## src/pkg/kacf_pkg.sv

```systemverilog
package kacf_pkg;

    // frame layout, byte offsets within the 64-byte header
    localparam int KACF_HDR_BYTES    = 64;
    localparam int KACF_OFS_PRE_HI   = 8'h00;
    localparam int KACF_OFS_PRE_LO   = 8'h01;
    localparam int KACF_OFS_REV      = 8'h02;
    localparam int KACF_OFS_CMD      = 8'h03;
    localparam int KACF_OFS_SUBCMD   = 8'h04;
    localparam int KACF_OFS_STATUS   = 8'h05;
    localparam int KACF_OFS_FLAGS    = 8'h06;
    localparam int KACF_OFS_LEN      = 8'h08;
    localparam int KACF_OFS_AUX0     = 8'h0C;
    localparam int KACF_OFS_RSVD     = 8'h10;
    localparam int KACF_OFS_PCRC     = 8'h3A;
    localparam int KACF_OFS_HCRC     = 8'h3E;
    localparam int KACF_CRC_FIRST    = 8'h02;
    localparam int KACF_CRC_LAST     = 8'h3D;

    // constant field values
    localparam logic [15:0] KACF_PREAMBLE   = 16'hA1EC;
    localparam logic [7:0]  KACF_REVISION   = 8'h03;
    localparam logic [7:0]  KACF_CMD_ALIVE  = 8'hFE;
    localparam logic [15:0] KACF_CRC16_POLY = 16'h1021;
    localparam logic [15:0] KACF_CRC16_INIT = 16'h0000;
    localparam logic [31:0] KACF_CRC32_POLY = 32'h04C11DB7;
    localparam logic [31:0] KACF_CRC32_INIT = 32'h0FFFFFFF;

    // result codes
    localparam logic [7:0] KACF_ST_OK        = 8'h00;
    localparam logic [7:0] KACF_ST_HANDLE    = 8'h0D;
    localparam logic [7:0] KACF_ST_BAD_WRITE = 8'h0F;
    localparam logic [7:0] KACF_ST_BAD_READ  = 8'h10;
    localparam logic [7:0] KACF_ST_REG_END   = 8'h11;
    localparam logic [7:0] KACF_ST_TOO_LONG  = 8'hFA;
    localparam logic [7:0] KACF_ST_HCRC_ERR  = 8'hFB;
    localparam logic [7:0] KACF_ST_PCRC_ERR  = 8'hFC;
    localparam logic [7:0] KACF_ST_LEN_ZERO  = 8'hFD;
    localparam logic [7:0] KACF_ST_LEN_NZERO = 8'hFE;
    localparam logic [7:0] KACF_ST_UNKNOWN   = 8'hFF;

    // one byte of a frame stream with its handshake
    typedef struct packed {
        logic       valid;
        logic       last;
        logic [7:0] data;
    } kacf_byte_type;

    // side conditions reported by the rest of the device
    typedef struct packed {
        logic bad_handle;
        logic bad_write;
        logic reg_end;
        logic too_long;
        logic pcrc_err;
    } kacf_cond_type;

endpackage

```

## src/rtl/kacf_crc16.sv

```systemverilog
`timescale 1ns/1ps
// bytewise crc over the header, msb first, no reflection
module kacf_crc16
    import kacf_pkg::*;
(
    input  wire logic        clk_sys,
    input  wire logic        nrst,
    input  wire logic        clear,
    input  wire logic        enable,
    input  wire logic [7:0]  data,
    output      logic [15:0] crc
);
    logic [15:0] crc_ff;
    logic [15:0] nxt_crc;

    // eight shift steps per byte; one byte per clock is ample for the link
    always_comb begin
        logic [15:0] c;
        c = crc_ff;
        for (int i = 7; i >= 0; i--) begin
            if (c[15] ^ data[i]) begin
                c = {c[14:0], 1'b0} ^ KACF_CRC16_POLY;
            end else begin
                c = {c[14:0], 1'b0};
            end
        end
        if (clear) begin
            nxt_crc = KACF_CRC16_INIT;
        end else if (enable) begin
            nxt_crc = c;
        end else begin
            nxt_crc = crc_ff;
        end
    end

    always_ff @(posedge clk_sys) begin
        if (!nrst) begin
            crc_ff <= KACF_CRC16_INIT;
        end else begin
            crc_ff <= nxt_crc;
        end
    end

    assign crc = crc_ff;
endmodule
```

## config.mk

```make
export PLATFORM = sky130hd
export DESIGN_NAME = kacf_crc16
export DESIGN_NICKNAME = d
export VERILOG_FILES = /design/src/pkg/kacf_pkg.sv /design/src/rtl/kacf_crc16.sv
export SDC_FILE = /design/constraint.sdc
export NUM_CORES = 1
export LEC_CHECK = 0
export BUFFER_PORTS_ARGS = -buffer_cell sky130_fd_sc_hd__buf_2
export CAP_MARGIN = 20
export CORE_UTILIZATION = 50
export DETAILED_ROUTE_END_ITERATION = 16
export PLACE_DENSITY = 0.77
export SYNTH_ARGS = -nofsm -noshare
export SYNTH_HDL_FRONTEND = slang
export SYNTH_SLANG_ARGS = --single-unit
```

## constraint.sdc

```tcl
create_clock -name clk_sys -period 1.8 [get_ports clk_sys]
set_clock_uncertainty 0.05 [all_clocks]
set_input_delay 0 -clock clk_sys [delete_from_list [all_inputs] [get_ports clk_sys]]
set_output_delay 0 -clock clk_sys [all_outputs]
set_load 0.1 [all_outputs]
```

=== Yosys cells after proc, flatten, opt, wreduce, memory -nomap -nowiden ===
Index checks and enable logic that the tools add are counted.
Widths: inputs -> output; s select.

* Output and inout bits: 16
* Register bits: 16
* Memories kept: 0
* Logic and storage cells: 27
* Input bits: 12
* Bits in writable memories: 0
* Memory bits (read-only): 0
* Latch bits: 0

* Reduce and logical (&&, ||, !) cells: 1
* $lt $le $gt $ge: 0
* Add/sub/neg operators: 0
* Divide/modulo/power cells: 0
* Bitwise gates (word level): 17
* Muxes and demuxes: 8
* Shift operators: 0
* Multipliers: 0
* Equality and inequality tests: 0

{| class="wikitable"
|+ Operator list
! operator !! count
|-
| $mux 13 || 8
|-
| $not 3->3 || 8
|-
| $xor 1x1->1 || 8
|-
| $reduce_or 2->1 || 1
|-
| $not 1->1 || 1
|}

=== Depth between registers and ports, before layout ===
Gate-level depths: netlist of run 1.

* Word-level depth: 16
* Depth in mapped cells: 4
* Mapped depth without buffers: 3

=== Worst setup path after synthesis of run 1 ===
No wires, ideal clock.

* Path kind: register -> register
* Start point: register crc_ff[15], in the netlist crc[15]
* End point: register crc_ff[12], in the netlist crc[12]
* Period minus slack after synthesis: 2.083 ns
* Data required time: 1.624 ns
* Setup slack: -0.283 ns
* Cell stages (with the launch flop): 4
* Data arrival time: 1.906 ns
* Buffers on the path: 0
* Cell sequence: dfxtp_1 > xor3_4 > xnor3_1 > o22ai_1

* Cells in the longest elaborated chain, start to end: 10

{| class="wikitable"
|+ Ends and longest elaborated chain
! element !! line !! source
|-
| start: declaration || kacf_crc16.sv:13 || <nowiki>logic [15:0] crc_ff;</nowiki>
|-
| start signal: assignment || kacf_crc16.sv:40 || <nowiki>crc_ff <= nxt_crc;</nowiki>
|-
| $xor 1x1->1 (*) || kacf_crc16.sv:21 || <nowiki>if (c[15] ^ data[i]) begin</nowiki>
|-
| $mux 13 (*) (7 in series) || kacf_crc16.sv:21 ||
|-
| $not 3->3 (no line) || -- ||
|-
| $mux 13 (*) || kacf_crc16.sv:21 ||
|}

Mark *: on every way between the ends. The rest lies on a longest branch, timed or not.
A chain may end at the register's enable or synchronous reset.

=== Worst setup path after layout of run 1 ===
* Start point: register crc_ff[12], in the netlist crc[12]
* End point: register crc_ff[5], in the netlist crc[5]

* Cells in the longest elaborated chain, start to end: 4

{| class="wikitable"
|+ Ends and longest elaborated chain
! element !! line
|-
| $xor 1x1->1 || kacf_crc16.sv:21
|-
| $mux 13 || kacf_crc16.sv:21
|-
| $xor 1x1->1 || kacf_crc16.sv:21
|-
| $mux 13 || kacf_crc16.sv:21
|}

Every way passes these cells.

==> reports/metrics.cfg, run 1 <==
[sta]
setup-tns-final_ns = 0
timing.fmax_mhz = 667
drv_slew = 0
whs_ns = 0.0842
timing.slew.headroom_pct = 56.3
rsz0062_at_grt = no
period_minus_slack_ns = 1.50
setup_viol = 0
final_hold_viol_count = 0
tightest_slew_ns = 0.656
fin_crit_sh_pct = 83.3

[logic_synthesis]
yosys.area.top_type = dfxtp_1
synthTopCellsByArea = dfxtp_1 33%, xnor3_1 16%, xor3_1 9.9%
synth.distinct_cells = 17
syn-cell-area_sq_um = 965
synth_cells = 79
synth_top_area_share_pct = 33.2
postSynthAreaPerCell_sq_um = 12.2
synth.net_count = 91
yosysSeqAreaShare_pct = 33.2
ys_ff_latch = 16
yosysWarnings = 0

[place]
gp_congestion = 0.703
io_buffers = 27
hpwl_mm = 1.17

[global_route]
grt_pass1_vias = 593
grt.total_usage_pct = 16.9
antenna_found_initial = 0
grt_max_degree = 26
grt_pass1_wl_mm = 2.48
grt_remaining_overflow = 0

[setup_path]
path_cells = xnor2_1, xor3_1, a211oi_1
cp.required_ns = 1.95
path_delay_family = XOR/XNOR gates
crit_buf_inv = 0
crit_type = register to register
reg2reg_slack_ns = 0.30
r2r_start = crc[12]$_SDFFE_PP0P_
r2r-end = crc[5]$_SDFFE_PP0P_
cpMaxStageDelayCell = xnor2_1
crit_path_end_kind = register
rr_worst_depth = 3
worst_path_largest_cell_delay_ns = 0.39
startpoint_type = register
cp.arrival_ns = 1.65
path_max_fanout = 4

[min_path]
hold_class = primary input to register
min_to = crc[9]$_SDFFE_PP0P_
hold_depth = 4
hold_start = data[4]

[drt]
route.detailed.drc = 0
dr.pass1.iters = 3
avgRoutedWirePerCell_microns = 12.3
wl_mm = 1.61
vias = 643
drtAntennaViolNets = 0
viasPerCell = 4.91
drt_iter0_markers = 12

[clocking]
postCtsHoldBufs = 0
cts.clk_slew.worst_paths_ns = 0.10
post_cts_buffers = 0
htree_num_levels = 1
clk_latency_ns = 0.29
cts_buffers = 3
ctsResizeCount = 0
cts-root-buf = clkbuf_4
clockBufferDepth = 2
cts_tree = yes
clock-sinks = 16

[power_and_ir_drop]
ir_drop_uv = 513
p_per_area_mw_per_mm2 = 930
p_leak_nw = 0.556
finalPower_mw = 1.08

[finish]
layout-drive-gt1-share_pct = 41.5
layout_common_cells = 27 x buf_2, 11 x nor2_1, 10 x xnor2_1
nets = 119
largest_reg_flops = 16
antennaDiodeCount = 0
final_common_cell = buf_2
fill_cells = 155
areaGrowthSynthToFinish_pct = 20.5

[floorplan]
dieWidth_microns = 45.9
die_h_microns = 45.9
initial_core_util_pct = 54.7
pin_count = 28
fp-row-count = 15
core-area_sq_mm = 0.00176
die_area_sq_mm = 0.00211

[outcome]
outcome = finished, final reports clean

[flow_run]
max-cap-violations = 0

[cell usage after synthesis]
cell / number
xnor2_2: 2
mux2i_1: 3
nand3b_1: 1
nand2b_1: 4
nor2_1: 11
or2b_1: 2
xnor2_1: 10
a211oi_2: 2
o22ai_1: 5
xnor3_1: 7
dfxtp_1: 16
xor2_1: 1
xor3_4: 1
xor3_1: 4
buf_1: 1
a211oi_1: 6
clkbuf_1: 3
[power by group]
group / total (mW) / switching [mW] / internal (mW)
combinational: 0.436 / 0.253 / 0.183
clock: 0.246 / 0.123 / 0.123
sequential: 0.399 / 0.0209 / 0.378
[worst max path at each step]
| stage | from | to | slack [ns] | depth (start not counted) |
|---|---|---|---|---|
| 4_1_cts | crc[12]$_SDFFE_PP0P_ | crc[5]$_SDFFE_PP0P_ | 0.26 | 3 |
| 5_1_grt | crc[12]$_SDFFE_PP0P_ | crc[5]$_SDFFE_PP0P_ | 0.17 | 3 |
| 3_5_place_dp | crc[12]$_SDFFE_PP0P_ | crc[5]$_SDFFE_PP0P_ | 0.31 | 3 |
| 6_report | crc[12]$_SDFFE_PP0P_ | crc[5]$_SDFFE_PP0P_ | 0.30 | 3 |
| 2_1_floorplan | crc[3]$_SDFFE_PP0P_ | crc[11]$_SDFFE_PP0P_ | 0.03 | 3 |
| 3_3_place_gp | crc[12]$_SDFFE_PP0P_ | crc[5]$_SDFFE_PP0P_ | 0.38 | 3 |
[cells by family after synthesis]
group,count (synthesis),synth area share [%]
buffers and inverters,4,1.56
xor gates and xnor gates,25,42.4
muxes,3,3.11
AOI/OAI and AO/OA,13,10.5
DFF,16,33.2
and+or+nand+nor,18,9.21
[layer usage]
metal	wire (microns)	part of all wire (%)	track usage [%]	vias to the layer above
li1	-	-	-	333
met1	751	47	19.3	293
met2	781	49	30.1	15
met3	53	3.3	3.57	2
met4	19	1.2	7.06	0
met5	0	0	0	-
[per-stage QoR]
step,util [%],setup WS [ns],instance area (sq um),instances
2_1_floorplan,-,0.0326,975,79
3_3_place_gp,63.8,0.377,1130,127
3_5_place_dp,63.8,0.309,1130,127
4_1_cts,65.9,0.262,1160,131
5_1_grt,65.9,0.167,1160,131
6_report,65.9,0.300,1160,131
[worst reg2reg max path, delay by kind of cell, from the launching register on]
kind	cells	cell delay, ns
compound gates	1	0.24
xor+xnor	2	0.78
flops	1	0.35
[layout make-up]
class	count	area, sq um	area share [%]
flip-flops and latches	16	330	28.4
well taps	25	31.3	2.69
multi-input cells	59	629	54.1
repair buffers	27	135	11.6
clock buffers	4	36.3	3.12
Power figures use the tool's default switching activity.
==> inputs of run 2 (changes only) <==
--- a/config.mk
+++ b/config.mk
@@ -7,9 +7,9 @@
 export LEC_CHECK = 0
 export BUFFER_PORTS_ARGS = -buffer_cell sky130_fd_sc_hd__buf_2
 export CAP_MARGIN = 20
-export CORE_UTILIZATION = 50
+export CORE_UTILIZATION = 45
 export DETAILED_ROUTE_END_ITERATION = 16
-export PLACE_DENSITY = 0.77
+export PLACE_DENSITY = 0.74
 export SYNTH_ARGS = -nofsm -noshare
 export SYNTH_HDL_FRONTEND = slang
 export SYNTH_SLANG_ARGS = --single-unit
==> constraint.sdc (replaced) <==
create_clock -name clk_sys -period 1.37 [get_ports clk_sys]
set_clock_uncertainty 0.05 [all_clocks]
set_input_delay 0 -clock clk_sys [delete_from_list [all_inputs] [get_ports clk_sys]]
set_output_delay 0 -clock clk_sys [all_outputs]
set_load 0.1 [all_outputs]
==> run 2 against run 1 <==
Cell count grew 3.8%. Largest cell class unchanged. Fmax increased by 14%. Utilization rose by 0.91 points. First-iteration DRC count increased by 8.3%. Global-route usage up 0.11 points. Sequential share of layout area shrank 0.44 points. Non-clock buffer count grew 3. Sequential power grew 32%. Design area increased by 14%. Setup slack worse by 0.25 ns.
==> reports/metrics.cfg, run 2 (same netlist as run 1, synthesis figures left out) <==
[global_route]
grt_pass1_vias = 665
grt_pass1_wl_mm = 2.99
grt.total_usage_pct = 17.1
antenna_found_initial = 0
grt_max_degree = 17
grt_remaining_overflow = 0

[setup_path]
reg2reg_slack_ns = 0.05
path_max_fanout = 3
cp.required_ns = 1.52
cp.arrival_ns = 1.47
cpMaxStageDelayCell = xor3_1
crit_path_end_kind = register
path_cells = xnor2_4, xor3_1, a211oi_2
worst_path_largest_cell_delay_ns = 0.46
path_delay_family = XOR/XNOR gates
crit_type = register to register
startpoint_type = register
crit_buf_inv = 0

[drt]
vias = 688
dr.pass1.iters = 4
drt_iter0_markers = 13
avgRoutedWirePerCell_microns = 13.5
drtAntennaViolNets = 0
wl_mm = 1.84
viasPerCell = 5.06
route.detailed.drc = 0

[finish]
fin_area_sq_mm = 0.00132
final_common_cell = buf_2
nets = 122
antennaDiodeCount = 0
layout_common_cells = 27 x buf_2, 12 x dfxtp_4, 11 x nor2_1
largest_reg_flops = 16
fin_util_pct = 66.8
layout-drive-gt1-share_pct = 56.0
areaGrowthSynthToFinish_pct = 37.2
fill_cells = 161

[outcome]
outcome = finished, final reports clean

[floorplan]
dieWidth_microns = 48.3
die_area_sq_mm = 0.00233
core-area_sq_mm = 0.00198
fp-row-count = 16
initial_core_util_pct = 48.7
pin_count = 28
die_h_microns = 48.3

[clocking]
clockBufferDepth = 2
cts_tree = yes
htree_num_levels = 1
cts.clk_slew.worst_paths_ns = 0.10
clock-sinks = 16
cts-root-buf = clkbuf_4
cts_buffers = 3
clk_latency_ns = 0.29

[flow_run]
max-cap-violations = 0

[sta]
setup-tns-final_ns = 0
whs_ns = 0.0728
period_minus_slack_ns = 1.32
rsz0062_at_grt = yes
timing.fmax_mhz = 759
drv_slew = 0
fin_crit_sh_pct = 96.1
timing.slew.headroom_pct = 53.3
setup_viol = 0
final_hold_viol_count = 0
tightest_slew_ns = 0.701

[place]
gp_congestion = 0.732
place_area_sq_mm = 0.00128
io_buffers = 27
hpwl_mm = 1.34

[min_path]
hold_class = primary input to register

[power_and_ir_drop]
finalPower_mw = 1.41
p_per_area_mw_per_mm2 = 1070
p_leak_nw = 0.601
ir_drop_uv = 644

run 2: cell count changes in the layout (fill, tap and decap cells not counted), moves of 3 or more:
cell and delta:
xnor2_4 +5, dfxtp_4 +12, dfxtp_2 -4, dfxtp_1 -8, buf_4 +3, xnor2_1 -5
run 2: layout make-up:
cell class              count  area [sq um]  share of cell area (%)
clock buffers               3          22.5                    1.70
clock inverters             1          3.75                   0.284
multi-input cells          59           736                    55.6
flip-flops and latches     16           370                    28.0
well taps                  27          33.8                    2.55
repair buffers             30           158                    11.9
run 2: metal layers:
metal  share of wire, %  GRT usage (%)  vias up
met5                  0              0        -
met4               0.82           7.35        0
met3                5.2           4.09        2
met2                 49           28.4       23
met1                 45           21.1      325
li1                   -              -      338
run 2: path summary, 6_finish.rpt:
kind                        from  cells past startpoint                  end
max          crc[8]$_SDFFE_PP0P_                      3  crc[5]$_SDFFE_PP0P_
min                       enable                      2  crc[6]$_SDFFE_PP0P_
max reg2reg  crc[8]$_SDFFE_PP0P_                      3  crc[5]$_SDFFE_PP0P_
min reg2reg  crc[0]$_SDFFE_PP0P_                      2  crc[0]$_SDFFE_PP0P_
run 2: per-stage QoR:
stage	setup slack [ns]	std cells
6_report	0.0533	136
5_1_grt	-0.00519	136
4_1_cts	0.0196	136
3_5_place_dp	0.0312	132
3_3_place_gp	0.101	132
2_1_floorplan	-0.0803	79
run 2: repair_timing:
| action | in CTS | in global routing |
|---|---|---|
| setup endpoints to repair | 0 | 3 |
| hold endpoints to repair | 0 | 0 |
| buffers inserted | 0 | 0 |
| resized for setup | 0 | 2 |
| hold buffers | 0 | 0 |
run 2: power by group:
part / switching [mW] / internal [mW]
clock: 0.150 / 0.106
combinational: 0.352 / 0.278
sequential: 0.0375 / 0.487
total: 0.540 / 0.871
==> inputs of run 3 (changes only) <==
--- a/config.mk
+++ b/config.mk
@@ -9,6 +9,7 @@
 export CAP_MARGIN = 20
 export CORE_UTILIZATION = 45
 export DETAILED_ROUTE_END_ITERATION = 16
+export GPL_TIMING_DRIVEN = 0
 export PLACE_DENSITY = 0.74
 export SYNTH_ARGS = -nofsm -noshare
 export SYNTH_HDL_FRONTEND = slang
==> run 3 against run 2 <==
Combinational power up 3.5%. Utilization up 2.8 points. Global-route usage up 0.86 points.
==> reports/metrics.cfg, run 3 (same netlist as run 1, synthesis figures left out) <==
[outcome]
outcome = finished, final reports clean

[finish]
layout-drive-gt1-share_pct = 53.9
instances_no_fill = 142
antennaDiodeCount = 0
fin_area_sq_mm = 0.00138
nets = 128
final_common_cell = buf_2
largest_reg_flops = 16
areaGrowthSynthToFinish_pct = 43.1
layout_common_cells = 27 x buf_2, 12 x dfxtp_4, 11 x nor2_1

[drt]
wl_mm = 1.91
viasPerCell = 5.03
route.detailed.drc = 0
drt_iter0_markers = 8
vias = 714
drtAntennaViolNets = 0
dr.pass1.iters = 4
avgRoutedWirePerCell_microns = 13.5

[global_route]
antenna_found_initial = 0
grt_max_degree = 11
grt.total_usage_pct = 17.9
grt_pass1_wl_mm = 3.14
grt_pass1_vias = 682
grt_remaining_overflow = 0

[sta]
fin_crit_sh_pct = 98.8
period_minus_slack_ns = 1.35
setup-tns-final_ns = 0
setup_viol = 0
timing.slew.headroom_pct = 59.8
tightest_slew_ns = 0.603
timing.fmax_mhz = 739
final_hold_viol_count = 0
drv_slew = 0
setup_slack_ns = 0.0160
rsz0062_at_grt = yes

[power_and_ir_drop]
ir_drop_uv = 692
power.internal_mw = 0.942
pwr-share-seq_pct = 35.2
switchingPower_mw = 0.552
clkPwrFrac_pct = 21.2
switching_share_pct = 37.0
p_leak_nw = 0.621
p_per_area_mw_per_mm2 = 1080
finalPower_mw = 1.49
comb_power_share_pct = 43.6

[clocking]
htree_num_levels = 1
cts-root-buf = clkbuf_4
clock-sinks = 16
clockBufferDepth = 2
cts_buffers = 3
cts.clk_slew.worst_paths_ns = 0.10
cts_tree = yes
clk_latency_ns = 0.29

[setup_path]
reg2reg_slack_ns = 0.02
startpoint_type = register
cp.required_ns = 1.53
path_max_fanout = 4
worst_path_largest_cell_delay_ns = 0.45
path_cells = xnor2_4, xor3_1, a211oi_2
cpMaxStageDelayCell = xor3_1
cp.arrival_ns = 1.51
crit_path_end_kind = register
crit_type = register to register

[place]
place_area_sq_mm = 0.00128
hpwl_mm = 1.39
pre_cts_slack_ns = 0.00315
place_inst = 133
io_buffers = 27
gp_congestion = 0.715

[floorplan]
die_area_sq_mm = 0.00233
core-area_sq_mm = 0.00198
initial_core_util_pct = 48.7
pin_count = 28
dieWidth_microns = 48.3
die_h_microns = 48.3
fp-row-count = 16

[min_path]
hold_class = primary input to register

[flow_run]
max-cap-violations = 0

-- run 3: changes by cell type in the layout (fill, tap and decap cells not counted), sizes merged --
cell	before	now
dlygate4sd3	0	2
clkbuf	3	7
buf	30	31
clkinv	1	0
-- run 3: final timing paths --
kind,cells past startpoint,startpoint,endpoint
setup reg to reg,3,crc[13]$_SDFFE_PP0P_,crc[5]$_SDFFE_PP0P_
setup / recovery,3,crc[13]$_SDFFE_PP0P_,crc[5]$_SDFFE_PP0P_
hold / removal,3,clear,crc[8]$_SDFFE_PP0P_
hold reg to reg,2,crc[1]$_SDFFE_PP0P_,crc[1]$_SDFFE_PP0P_
-- run 3: worst max-delay path, delay by kind of cell (launching register included) --
kind	cells	cell delay (ns)
xor gates and xnor gates	2	0.65
DFF	1	0.38
AOI/OAI and AO/OA	1	0.19
-- run 3: per-layer routing --
metal  routed length [microns]  share of wire, %  track usage (%)  vias to the layer above
met5                         0                 0                0                        -
met4                        27               1.4             8.82                        0
met3                        84               4.4             2.83                        4
met2                       926                48             30.5                       23
met1                       871                46             22.0                      338
li1                          -                 -                -                      349
-- run 3: cell type report --
class                   instances  area, sq um
plain buffers                   4         15.0
clock buffers                   4         36.3
fillers                       160          602
multi-input cells              59          747
flip-flops and latches         16          370
well taps                      27         33.8
repair buffers                 32          178
-- run 3: power groups by stage --
stage | clock (mW) | sequential, mW | combinational, mW
floorplan | 0 | 0.737 | 0.321
global placement | 0 | 0.533 | 0.613
detailed placement | 0 | 0.536 | 0.618
CTS | 0.330 | 0.527 | 0.631
global route | 0.353 | 0.532 | 0.684
finish | 0.316 | 0.527 | 0.652
-- run 3: through the flow --
step | hold slack, ns | util (%)
global route | 0.0780 | 69.6
finish | 0.0568 | 69.6
detailed placement | 0.294 | 64.5
global placement | 0.299 | 64.5
floorplan | 0.124 | -
CTS | 0.0421 | 67.9
-- run 3: timing repair --
action | in CTS | in global routing
setup buffers | 0 | 3
pin swaps | 0 | 5
hold buffers | 2 | 0
gates resized for setup | 1 | 2
endpoints found under the setup margin | 1 | 4
hold endpoints to repair | 3 | 0
